File: src/inc/sssc_regs.svh
`ifndef SSSC_REGS_SVH
`define SSSC_REGS_SVH
// Register offsets on the processor port
`define SSSC_OFF_AUX 7'h02
`define SSSC_OFF_EXC 7'h04
`define SSSC_OFF_HALT 7'h06
`define SSSC_OFF_EXCM 7'h0a
`define SSSC_OFF_HALTM 7'h0c
`define SSSC_OFF_UEVM 7'h0e
`define SSSC_OFF_OFS 7'h4c
// Auxiliary control field positions
`define SSSC_AUX_BYTES 7
`define SSSC_AUX_PB 6
`define SSSC_AUX_PA 5
`define SSSC_AUX_STRIPE 4
`define SSSC_AUX_PROC 3
`define SSSC_AUX_LRC 2
`define SSSC_AUX_ATNH 1
`define SSSC_AUX_MIRROR 0
// Exception status field positions
`define SSSC_EXC_PIN 7
`define SSSC_EXC_REJ 6
`define SSSC_EXC_VB 5
`define SSSC_EXC_BI 4
`define SSSC_EXC_UEV 3
`define SSSC_EXC_UHS 2
`define SSSC_EXC_SIRQ 1
`define SSSC_EXC_SHLT 0
// Offset counter limits and reset values
`define SSSC_OFS_MAX 6'h20
`define SSSC_OFS_ZERO 6'h00
`define SSSC_BYTE_ZERO 8'h00
`define SSSC_HALT_ZERO 6'h00
`endif

File: src/inc/sssc_pkg.sv
package sssc_pkg;
    typedef logic [7:0] sssc_byte_t;
    typedef logic [6:0] sssc_addr_t;
    typedef enum logic [1:0] {
        SSSC_PIPE_IDLE,
        SSSC_PIPE_BUSY,
        SSSC_PIPE_VBUSY
    } sssc_pipe_e;
endpackage

File: src/hdl/sssc_top.sv
`timescale 1ns/100ps
`include "sssc_regs.svh"
//
// Contract
// - Six-bit read-only counter of current synchronous REQ/ACK offset.
// - Offset reads zero when asynchronous, zero to thirty-two when synchronous.
// - Byte-length bit set means count in bytes, else logical blocks.
// - DMA requests on port B or A answered only while enabled.
// - Striping bit turns striping on in the data path.
// - Processor route sends data via data register, else via DMA.
// - LRC bit enables LRC generation on send and strip on receive.
// - Attention halt with instruction enable stops transfer on ATN in target mode.
// - Mirror restore: port A request mirrors B, B ack mirrors A.
// - Interrupt asserted while any enabled status bit set, until cleared.
// - Status bits set regardless of mask; pin-state bit reflects pin.
// - Write one clears status bit, except the two summary bits.
// - Sequence reject set when processor start refused.
// - Flag pipeline move from very-busy to busy.
// - Flag pipeline move from busy to idle.
// - Summary bits follow any unmasked bit of their source register.
// - Sequencer interrupt and sequencer stop flags set on their events.
// - Halt bits set only after sequencer halted; write one clears.
// - Offset error set on abnormal REQ/ACK behaviour.
// - Count underrun set in target mode on empty pipeline transfer.
// - LRC error and parity error halt bits set on their faults.
// - Selection timeout set when target fails before timeout expires.
// - Abort-done bit set when processor abort or kill completes.
// - Each status bit has a mask gating it onto the pin.
module sssc_top
    import sssc_pkg::*;
(
    input wire logic CLK,
    input wire logic RST,
    input wire sssc_addr_t ADDR,
    input wire logic WR,
    input wire logic RD,
    input wire sssc_byte_t WDATA,
    output sssc_byte_t RDATA,
    input wire logic SYNC_MODE,
    input wire logic OFS_INC,
    input wire logic OFS_DEC,
    input wire sssc_pipe_e PIPE_STATE,
    input wire logic SEQ_RUNNING,
    input wire logic SEQ_HALTED,
    input wire logic SEQ_START_REQ,
    input wire logic SEL_START,
    input wire logic SEQ_INT_EXEC,
    input wire logic SEQ_STOP_OK,
    input wire logic INSTR_ATTENTION_ENABLE,
    input wire logic ATN_IN,
    input wire logic XFER_ACTIVE,
    input wire logic TARGET_MODE,
    input wire logic XFER_BEGIN,
    input wire logic CHECK_WORD_BAD,
    input wire logic PARITY_BAD,
    input wire logic SEL_TIMEOUT,
    input wire logic ABORT_COMPLETE,
    input wire logic UNEXPECTED_EVENT_ANY,
    input wire logic DMA_REQ_PORT_A,
    input wire logic DMA_REQ_PORT_B,
    input wire logic DMA_ACK_PORT_A_IN,
    input wire logic FIFO_BUFFER_READY,
    output logic INT_OUT,
    output logic SEQ_START,
    output logic COUNT_IN_BYTES,
    output logic STRIPING_ON,
    output logic PROCESSOR_XFER,
    output logic DMA_XFER,
    output logic LRC_GEN_STRIP,
    output logic ATTENTION_HALT_NOW,
    output logic PORT_A_SERVICE,
    output logic PORT_B_SERVICE,
    output logic DMA_REQ_PORT_A_OUT,
    output logic DMA_ACK_PORT_B,
    output logic DMA_OTHER_OE_N
);
    import sssc_pkg::*;

    ////////////////////////////////////////////////////////////////////
    // State
    sssc_byte_t aux_q, aux_d;
    logic [6:0] exc_q, exc_d;
    logic [5:0] halt_q, halt_d;
    logic [6:0] excm_q, excm_d;
    logic [5:0] haltm_q, haltm_d;
    logic [5:0] ofs_q, ofs_d;
    sssc_pipe_e pipe_q;
    logic [3:0] sync1_q, sync2_q;
    sssc_byte_t rdata_d;
    logic int_d;

    ////////////////////////////////////////////////////////////////////
    // Address decode
    wire logic wr_aux = WR && (ADDR == `SSSC_OFF_AUX);
    wire logic wr_exc = WR && (ADDR == `SSSC_OFF_EXC);
    wire logic wr_halt = WR && (ADDR == `SSSC_OFF_HALT);
    wire logic wr_excm = WR && (ADDR == `SSSC_OFF_EXCM);
    wire logic wr_haltm = WR && (ADDR == `SSSC_OFF_HALTM);

    // Pin inputs as seen after the second synchroniser stage
    wire logic atn_s = sync2_q[3];
    wire logic dreq_a_s = sync2_q[2];
    wire logic dreq_b_s = sync2_q[1];
    wire logic dack_a_s = sync2_q[0];

    // Event detection from the pipeline and the sequencer
    wire logic ev_vb = (pipe_q == SSSC_PIPE_VBUSY) &&
                       (PIPE_STATE == SSSC_PIPE_BUSY);
    wire logic ev_bi = (pipe_q == SSSC_PIPE_BUSY) &&
                       (PIPE_STATE == SSSC_PIPE_IDLE);
    wire logic irq_pending = |(exc_q & excm_q);
    // A start loses to a running sequencer, a pending irq or a selection
    wire logic ev_rej = SEQ_START_REQ &&
                        (SEQ_RUNNING || irq_pending || SEL_START);
    wire logic start_ok = SEQ_START_REQ && !ev_rej;

    // Halt events; latched only once the sequencer has halted
    wire logic [5:0] halt_ev = {
        XFER_ACTIVE && OFS_INC && ofs_q == `SSSC_OFS_MAX,
        TARGET_MODE && XFER_BEGIN && pipe_q == SSSC_PIPE_IDLE,
        CHECK_WORD_BAD,
        PARITY_BAD,
        SEL_TIMEOUT,
        ABORT_COMPLETE
    };
    wire logic [5:0] halt_set = SEQ_HALTED ? halt_ev : `SSSC_HALT_ZERO;

    // Summary bits are live views, not sticky flags
    wire logic uhs_sum = |(halt_q & haltm_q);
    wire logic [6:0] exc_view = {exc_q[6:4], UNEXPECTED_EVENT_ANY,
                                 uhs_sum, exc_q[1:0]};
    wire logic [6:0] exc_set = {ev_rej, ev_vb, ev_bi, 1'b0, 1'b0,
                                SEQ_INT_EXEC, SEQ_STOP_OK};
    // Summary positions ignore write-one-to-clear
    wire logic [6:0] exc_clr_mask = 7'h73;

    ////////////////////////////////////////////////////////////////////
    // Sticky flags: a set in the same cycle as a clear wins
    always_comb begin
        aux_d = wr_aux ? WDATA : aux_q;
        excm_d = wr_excm ? WDATA[6:0] : excm_q;
        haltm_d = wr_haltm ? WDATA[5:0] : haltm_q;
        exc_d = exc_q;
        if (wr_exc) begin
            exc_d = exc_q & ~(WDATA[6:0] & exc_clr_mask);
        end
        exc_d = (exc_d | exc_set) & exc_clr_mask;
        halt_d = halt_q;
        if (wr_halt) begin
            halt_d = halt_q & ~WDATA[5:0];
        end
        halt_d = halt_d | halt_set;
    end

    // Offset counter: clear when asynchronous, saturate at the top
    always_comb begin
        ofs_d = ofs_q;
        if (!SYNC_MODE || !XFER_ACTIVE) begin
            ofs_d = `SSSC_OFS_ZERO;
        end else if (OFS_INC && !OFS_DEC && ofs_q != `SSSC_OFS_MAX) begin
            ofs_d = ofs_q + 6'h01;
        end else if (OFS_DEC && !OFS_INC && ofs_q != `SSSC_OFS_ZERO) begin
            ofs_d = ofs_q - 6'h01;
        end
    end

    // Pin follows enabled status; pin state bit reads it back
    always_comb begin
        int_d = |({exc_d[6:4], UNEXPECTED_EVENT_ANY, |(halt_d & haltm_d),
                  exc_d[1:0]} & excm_d);
        case (ADDR)
            `SSSC_OFF_AUX: rdata_d = aux_q;
            `SSSC_OFF_EXC: rdata_d = {INT_OUT, exc_view};
            `SSSC_OFF_HALT: rdata_d = {2'b00, halt_q};
            `SSSC_OFF_EXCM: rdata_d = {1'b0, excm_q};
            `SSSC_OFF_HALTM: rdata_d = {2'b00, haltm_q};
            `SSSC_OFF_OFS: rdata_d = {2'b00, ofs_q};
            default: rdata_d = `SSSC_BYTE_ZERO;
        endcase
        if (!RD) begin
            rdata_d = `SSSC_BYTE_ZERO;
        end
    end

    ////////////////////////////////////////////////////////////////////
    // Registers; reset clears all control and status
    always_ff @(posedge CLK) begin
        if (RST) begin
            aux_q <= `SSSC_BYTE_ZERO;
            exc_q <= 7'h00;
            halt_q <= `SSSC_HALT_ZERO;
            excm_q <= 7'h00;
            haltm_q <= `SSSC_HALT_ZERO;
            ofs_q <= `SSSC_OFS_ZERO;
            pipe_q <= SSSC_PIPE_IDLE;
        end else begin
            aux_q <= aux_d;
            exc_q <= exc_d;
            halt_q <= halt_d;
            excm_q <= excm_d;
            haltm_q <= haltm_d;
            ofs_q <= ofs_d;
            pipe_q <= PIPE_STATE;
        end
    end

    // ATN and DMA pins are asynchronous: two flops, only stage two is read
    // Costs two cycles of mirror latency, bought against metastability
    always_ff @(posedge CLK) begin
        if (RST) begin
            sync1_q <= 4'h0;
            sync2_q <= 4'h0;
        end else begin
            sync1_q <= {ATN_IN, DMA_REQ_PORT_A, DMA_REQ_PORT_B,
                        DMA_ACK_PORT_A_IN};
            sync2_q <= sync1_q;
        end
    end

    // Registered outputs: interrupt pin, read data, start, then those driven by the control bits
    always_ff @(posedge CLK) begin
        if (RST) begin
            INT_OUT <= 1'b0;
            RDATA <= `SSSC_BYTE_ZERO;
            SEQ_START <= 1'b0;
            COUNT_IN_BYTES <= 1'b0;
            STRIPING_ON <= 1'b0;
            PROCESSOR_XFER <= 1'b0;
            DMA_XFER <= 1'b0;
            LRC_GEN_STRIP <= 1'b0;
            ATTENTION_HALT_NOW <= 1'b0;
            PORT_A_SERVICE <= 1'b0;
            PORT_B_SERVICE <= 1'b0;
            DMA_REQ_PORT_A_OUT <= 1'b0;
            DMA_ACK_PORT_B <= 1'b0;
            DMA_OTHER_OE_N <= 1'b1;
        end else begin
            INT_OUT <= int_d;
            RDATA <= rdata_d;
            SEQ_START <= start_ok;
            COUNT_IN_BYTES <= aux_q[`SSSC_AUX_BYTES];
            STRIPING_ON <= aux_q[`SSSC_AUX_STRIPE];
            PROCESSOR_XFER <= aux_q[`SSSC_AUX_PROC] &&
                              FIFO_BUFFER_READY;
            DMA_XFER <= !aux_q[`SSSC_AUX_PROC];
            LRC_GEN_STRIP <= aux_q[`SSSC_AUX_LRC];
            ATTENTION_HALT_NOW <= aux_q[`SSSC_AUX_ATNH] &&
                INSTR_ATTENTION_ENABLE && atn_s && XFER_ACTIVE &&
                TARGET_MODE;
            if (aux_q[`SSSC_AUX_MIRROR]) begin
                PORT_A_SERVICE <= 1'b0;
                PORT_B_SERVICE <= 1'b0;
                DMA_REQ_PORT_A_OUT <= dreq_b_s;
                DMA_ACK_PORT_B <= dack_a_s;
                DMA_OTHER_OE_N <= 1'b1;
            end else begin
                PORT_A_SERVICE <= aux_q[`SSSC_AUX_PA] &&
                                  dreq_a_s;
                PORT_B_SERVICE <= aux_q[`SSSC_AUX_PB] &&
                                  dreq_b_s;
                DMA_REQ_PORT_A_OUT <= 1'b0;
                DMA_ACK_PORT_B <= 1'b0;
                DMA_OTHER_OE_N <= 1'b0;
            end
        end
    end

    ////////////////////////////////////////////////////////////////////
    // Checks
    AST_OFS_RANGE: assert property (@(posedge CLK) disable iff (RST)
        ofs_q <= `SSSC_OFS_MAX) else $error("offset above limit");
    AST_OFS_ASYNC: assert property (@(posedge CLK) disable iff (RST)
        !SYNC_MODE |=> ofs_q == `SSSC_OFS_ZERO)
        else $error("offset not zero when async");
    AST_VB_FLAG: assert property (@(posedge CLK) disable iff (RST)
        ev_vb |=> exc_q[5]) else $error("very busy flag missed");
    AST_BI_FLAG: assert property (@(posedge CLK) disable iff (RST)
        ev_bi |=> exc_q[4]) else $error("busy idle flag missed");
    AST_REJECT: assert property (@(posedge CLK) disable iff (RST)
        SEQ_START_REQ && SEQ_RUNNING |=> exc_q[6] && !SEQ_START)
        else $error("running start not rejected");
    AST_INT_PIN: assert property (@(posedge CLK) disable iff (RST)
        |(exc_view & excm_q) |-> ##[0:1] INT_OUT)
        else $error("interrupt pin not raised");
    AST_HALT_GATE: assert property (@(posedge CLK) disable iff (RST)
        !SEQ_HALTED && !wr_halt |=> halt_q == $past(halt_q))
        else $error("halt bit set while running");
    AST_PORT_A: assert property (@(posedge CLK) disable iff (RST)
        !aux_q[`SSSC_AUX_PA] |=> !PORT_A_SERVICE)
        else $error("port A served while disabled");
    AST_MIRROR: assert property (@(posedge CLK) disable iff (RST)
        aux_q[`SSSC_AUX_MIRROR] |=>
        DMA_REQ_PORT_A_OUT == $past(dreq_b_s))
        else $error("port A request not mirrored");
    AST_MIRROR_ACK: assert property (@(posedge CLK) disable iff (RST)
        aux_q[`SSSC_AUX_MIRROR] |=>
        DMA_ACK_PORT_B == $past(dack_a_s) && DMA_OTHER_OE_N)
        else $error("port B ack not mirrored");
    // Halt and mask writes go elsewhere, so the summary must survive
    AST_SUMMARY: assert property (@(posedge CLK) disable iff (RST)
        wr_exc && WDATA[`SSSC_EXC_UHS] && uhs_sum |=> exc_view[2])
        else $error("summary bit cleared by write");
    AST_EXC_CLEAR: assert property (@(posedge CLK) disable iff (RST)
        wr_exc && WDATA[`SSSC_EXC_SHLT] && !SEQ_STOP_OK |=> !exc_q[0])
        else $error("stop flag not cleared");
    AST_SEL_REJECT: assert property (@(posedge CLK) disable iff (RST)
        SEQ_START_REQ && SEL_START |=> exc_q[6] && !SEQ_START)
        else $error("selection start not preferred");
    AST_SIRQ_SET: assert property (@(posedge CLK) disable iff (RST)
        SEQ_INT_EXEC |=> exc_q[1])
        else $error("sequencer irq flag missed");
    AST_SHLT_SET: assert property (@(posedge CLK) disable iff (RST)
        SEQ_STOP_OK |=> exc_q[0])
        else $error("sequencer stop flag missed");
    AST_OFS_ERR: assert property (@(posedge CLK) disable iff (RST)
        SEQ_HALTED && XFER_ACTIVE && OFS_INC && ofs_q == `SSSC_OFS_MAX
        |=> halt_q[5]) else $error("offset error missed");
    AST_UNDERRUN: assert property (@(posedge CLK) disable iff (RST)
        SEQ_HALTED && TARGET_MODE && XFER_BEGIN &&
        pipe_q == SSSC_PIPE_IDLE |=> halt_q[4])
        else $error("count underrun missed");
    AST_LRC_ERR: assert property (@(posedge CLK) disable iff (RST)
        SEQ_HALTED && CHECK_WORD_BAD |=> halt_q[3])
        else $error("check word error missed");
    AST_SEL_TMO: assert property (@(posedge CLK) disable iff (RST)
        SEQ_HALTED && SEL_TIMEOUT |=> halt_q[1])
        else $error("selection timeout missed");
    AST_ABORT: assert property (@(posedge CLK) disable iff (RST)
        SEQ_HALTED && ABORT_COMPLETE |=> halt_q[0])
        else $error("abort done missed");
    AST_HALT_CLEAR: assert property (@(posedge CLK) disable iff (RST)
        wr_halt && WDATA[2] && !(SEQ_HALTED && PARITY_BAD)
        |=> !halt_q[2]) else $error("halt bit not cleared");
    AST_PORT_B: assert property (@(posedge CLK) disable iff (RST)
        !aux_q[`SSSC_AUX_PB] |=> !PORT_B_SERVICE)
        else $error("port B served while disabled");
    AST_BYTES: assert property (@(posedge CLK) disable iff (RST)
        aux_q[`SSSC_AUX_BYTES] |=> COUNT_IN_BYTES)
        else $error("byte count mode not shown");
    AST_STRIPE: assert property (@(posedge CLK) disable iff (RST)
        aux_q[`SSSC_AUX_STRIPE] |=> STRIPING_ON)
        else $error("striping not on");
    AST_LRC_ON: assert property (@(posedge CLK) disable iff (RST)
        aux_q[`SSSC_AUX_LRC] |=> LRC_GEN_STRIP)
        else $error("check word handling not on");
    // Processor route must wait for the buffer-ready flag
    AST_PROC_GATE: assert property (@(posedge CLK) disable iff (RST)
        !FIFO_BUFFER_READY |=> !PROCESSOR_XFER)
        else $error("processor route without ready");
    AST_DMA_ROUTE: assert property (@(posedge CLK) disable iff (RST)
        aux_q[`SSSC_AUX_PROC] |=> !DMA_XFER)
        else $error("dma route while processor routed");
    AST_ATN_GATE: assert property (@(posedge CLK) disable iff (RST)
        !aux_q[`SSSC_AUX_ATNH] |=> !ATTENTION_HALT_NOW)
        else $error("attention halt while disabled");
    // Checked across the reset edge itself, so no disable here
    AST_RESET_PINS: assert property (@(posedge CLK)
        RST |=> DMA_OTHER_OE_N && !INT_OUT && !PORT_A_SERVICE)
        else $error("outputs not idle after reset");
endmodule

File: config.mk
export PLATFORM = sky130hd
export DESIGN_NAME = sssc_top
export DESIGN_NICKNAME = d
export VERILOG_FILES = /design/src/inc/sssc_pkg.sv /design/src/hdl/sssc_top.sv
export VERILOG_INCLUDE_DIRS = /design/src /design/src/inc
export SDC_FILE = /design/constraint.sdc
export NUM_CORES = 1
export LEC_CHECK = 0
export ABC_AREA = 1
export BUFFER_PORTS_ARGS = -buffer_cell sky130_fd_sc_hd__buf_2
export CORE_MARGIN = 4
export CORE_UTILIZATION = 25
export DETAILED_ROUTE_END_ITERATION = 7
export PLACE_DENSITY = 0.52
export SLEW_MARGIN = 30
export SYNTH_ARGS = -nofsm -noshare
export SYNTH_HDL_FRONTEND = slang
export SYNTH_SLANG_ARGS = --single-unit
export TNS_END_PERCENT = 100
File: constraint.sdc
create_clock -name CLK -period 3.8 [get_ports CLK]
set_input_delay 0 -clock CLK [delete_from_list [all_inputs] [get_ports CLK]]
set_output_delay 0 -clock CLK [all_outputs]
set_load 0.02 [all_outputs]
==> results_dict.tcl <==
set metrics [dict create \
    synth.distinct_cells 32 \
    path_max_fanout 6 \
    post-cts-setup-buffer-count 0 \
    cts-root-buf "clkbuf_16" \
    min_path_type "in -> reg" \
    n_antenna_cell 0 \
    design_area_sq_mm 0.00419 \
    globalplace.congestion 0.869 \
    initial_core_util_pct 26.1 \
    ir_drop_mv 0.225 \
    core-area_sq_mm 0.0122 \
    worstHoldStart "OFS_INC" \
    drc 0 \
    clock_sinks 69 \
    outcome "finished, final reports clean" \
    initialDrtViolationCount 226 \
    hold_viol_final 0 \
    p_per_area_mw_per_mm2 415 \
    slew_violations 0 \
    finalCriticalPeriod_ps 2500 \
    pre_cts_ws_ps 1370 \
    drive_above_1_share_pct 17.6 \
    startpoint "ofs_q[0]$_SDFFE_PP0P_" \
    die_h_um 121 \
    clock_power_share_pct 48.9 \
    crit_required_ps 4060 \
    wirelength_um 9190 \
    syn_area_sq_mm 0.00318 \
    die_width_um 121 \
    clock_latency_ps 330 \
    wl_per_cell_um 12.8 \
    rsz0062_at_grt "no" \
    p_int_w 0.00131 \
    grt_pass1_wl_um 14900 \
    utilization_pct 34.3 \
    post_drt_via_cell_ratio 4.46 \
    endpoint_kind "flop" \
    hold_buffers 21 \
    critPathLaunchType "flop" \
    worst_slew_pin_slew_ps 788 \
    yosysWarnings 0 \
    grt_use_total_pct 12.9 \
    grt-ovfl-total 0 \
    fmax_mhz 401 \
    final_nets 596 \
    relSlewSlack_pct 47.2 \
    ioPinCount 65 \
    netlist.area_leader.share_pct 43.4 \
    rows 40 \
    place_area_sq_mm 0.00367 \
    synth_top_area_cell "dfxtp_1" \
    cts.path.max_buffers 2 \
    die_area_sq_mm 0.0146 \
    crit_arrival_ps 2750 \
    grt_max_degree 43 \
    clkSlewWorstSetupHoldPaths_ps 60 \
    reg2reg_from "ofs_q[0]$_SDFFE_PP0P_" \
    worst_slack_ps 1300 \
    cts_tree "yes" \
    final-setup-viol-count 0 \
    antenna_left 0 \
    port_buffers 64 \
    num_vias 3214 \
    fin_skew_ps 11.0 \
    criticalPathCategory "reg -> reg" \
    tns_ps 0 \
    ys_seq_elements 69 \
    pwr-share-comb_pct 8.0 \
    first_pass_iters 4 \
    ctsResizeCount 0 \
    synthesis.nets 511 \
    synth_area_leaders "dfxtp_1 (43%), nand2_1 (15%), inv_1 (7.1%)" \
    h-tree-depth 3 \
    synth_cells 462 \
    avgSynthCellArea_sq_um 6.89 \
    area_growth_pct 31.6 \
    min_period_over_period_pct 65.7 \
    cap_violations 0 \
    share_seq_of_total_power_pct 43.1 \
    yosysSeqAreaShare_pct 43.4 \
    swShare_pct 24.4 \
    grt_pass1_vias 3093 \
    cts_made_buffers 9 \
    dp_hpwl_um 7100 \
    grt_antenna_before_repair 0 \
    leakagePower_nw 1.88 \
    p_switching_w 0.000424 \
]
==> cell families (layout without fill, tap and decap cells) <==
| kind of cell | Yosys count | count (layout) | share of synthesized area [%] |
|---|---|---|---|
| XOR/XNOR | 2 | 2 | 0.550 |
| AO/OA/AOI/OAI | 73 | 73 | 12.7 |
| flip-flops | 69 | 69 | 43.4 |
| AND/OR/NAND/NOR | 234 | 234 | 31.4 |
| adder cells (fa/ha/maj) | 5 | 5 | 2.20 |
| buffers and inverters | 79 | 169 | 9.71 |
==> cell type report <==
type | instances | area, sq um
clock buffers | 9 | 225
clock inverters | 7 | 81.3
fillers | 1355 | 8020
inverters | 65 | 244
multi-input cells | 314 | 1490
flip-flops and latches | 69 | 1380
well taps | 168 | 210
repair buffers | 88 | 553
==> power by group through the flow <==
stage	Clock [W]	Sequential (W)	Combinational, W
3_3_place_gp	0	0.000764	0.000123
4_1_cts	0.000867	0.000748	0.000140
5_1_grt	0.000900	0.000750	0.000156
2_1_floorplan	0	0.000763	0.0000696
3_5_place_dp	0	0.000764	0.000124
6_report	0.000849	0.000748	0.000139
==> state kept, by name, indices dropped and copies added, names as in the netlist <==
register	cells
aux_q	8
SEQ_START	1
haltm_q	6
excm_q	7
STRIPING_ON	1
COUNT_IN_BYTES	1
DMA_OTHER_OE_N	1
DMA_XFER	1
ofs_q	6
PROCESSOR_XFER	1
sync1_q	4
DMA_ACK_PORT_B	1
INT_OUT	1
PORT_A_SERVICE	1
sync2_q	4
DMA_REQ_PORT_A_OUT	1
RDATA	8
PORT_B_SERVICE	1
exc_q	5
LRC_GEN_STRIP	1
halt_q	6
pipe_q	2
ATTENTION_HALT_NOW	1
==> final timing paths <==
check | depth (start not counted) | to | slack, ps
setup / recovery | 16 | ofs_q[5]$_SDFFE_PP0P_ | 1300
hold / removal | 3 | halt_q[5]$_SDFF_PP0_ | 20
setup reg to reg | 16 | ofs_q[5]$_SDFFE_PP0P_ | 1300
hold reg to reg | 2 | sync2_q[1]$_SDFF_PP0_ | 400
==> synthesized netlist by cell type <==
| cell | instances |
|---|---|
| a31oi_1 | 8 |
| xnor2_1 | 2 |
| a41oi_1 | 4 |
| buf_2 | 4 |
| ha_1 | 4 |
| nor2_2 | 2 |
| o21ai_1 | 8 |
| clkinv_1 | 1 |
| nand4_1 | 11 |
| fa_1 | 1 |
| a31o_2 | 1 |
| a211oi_1 | 1 |
| nand2_1 | 127 |
| nor2_4 | 1 |
| buf_4 | 2 |
| o21ai_0 | 15 |
| nand3_1 | 32 |
| nand3_2 | 2 |
| o22ai_1 | 4 |
| inv_2 | 4 |
| dfxtp_1 | 69 |
| clkbuf_1 | 8 |
| nor3_1 | 2 |
| inv_1 | 60 |
| a21oi_1 | 31 |
| o31ai_1 | 1 |
| nor2_1 | 51 |
| nor3_2 | 1 |
| nor4_2 | 1 |
| or2_2 | 1 |
| nand2_2 | 1 |
| nand3b_1 | 2 |
==> routing by layer <==
| layer | global-route usage (%) | wire length (um) | vias to the layer above |
|---|---|---|---|
| met4 | 2.69 | 61 | 0 |
| met3 | 3.60 | 652 | 7 |
| met5 | 0 | 0 | - |
| met1 | 16.8 | 4280 | 1449 |
| met2 | 21.4 | 4190 | 100 |
| li1 | - | - | 1658 |
==> cell usage in the layout, fill, tap and decap left out, drive strengths merged, types with 2 or more instances in the layout <==
cell type	n
nor2	54
nor3	3
clkinv	3
dlygate4sd3	21
nand3b	2
ha	4
o21ai	23
dfxtp	69
nand2	128
nand4	11
o22ai	4
nand3	34
a31oi	8
a21oi	31
buf	67
clkbuf	9
a41oi	4
xnor2	2
inv	67
==> through the flow <==
stage / cells / hold slack [ps] / power, W
floorplan: 462 / 107 / 0.000833
global placement: 683 / 207 / 0.000887
detailed placement: 683 / 216 / 0.000889
CTS: 720 / 8.93 / 0.00176
global route: 720 / 21.0 / 0.00181
finish: 720 / 19.4 / 0.00174
==> worst max-delay path: stages, from the launching register on <==
cell	delay, ps
dfxtp_1	430
nor2_1	70
nand3_1	90
nor2_1	60
nor3_1	210
inv_1	190
ha_1	370
a21oi_1	200
nand2_1	70
nand2_1	70
nand2_1	50
nand2_1	60
nand2_1	60
or2_2	280
nand2_1	60
nand2_1	40
a21oi_1	120
Note: power is estimated with default switching activity, not from simulation.
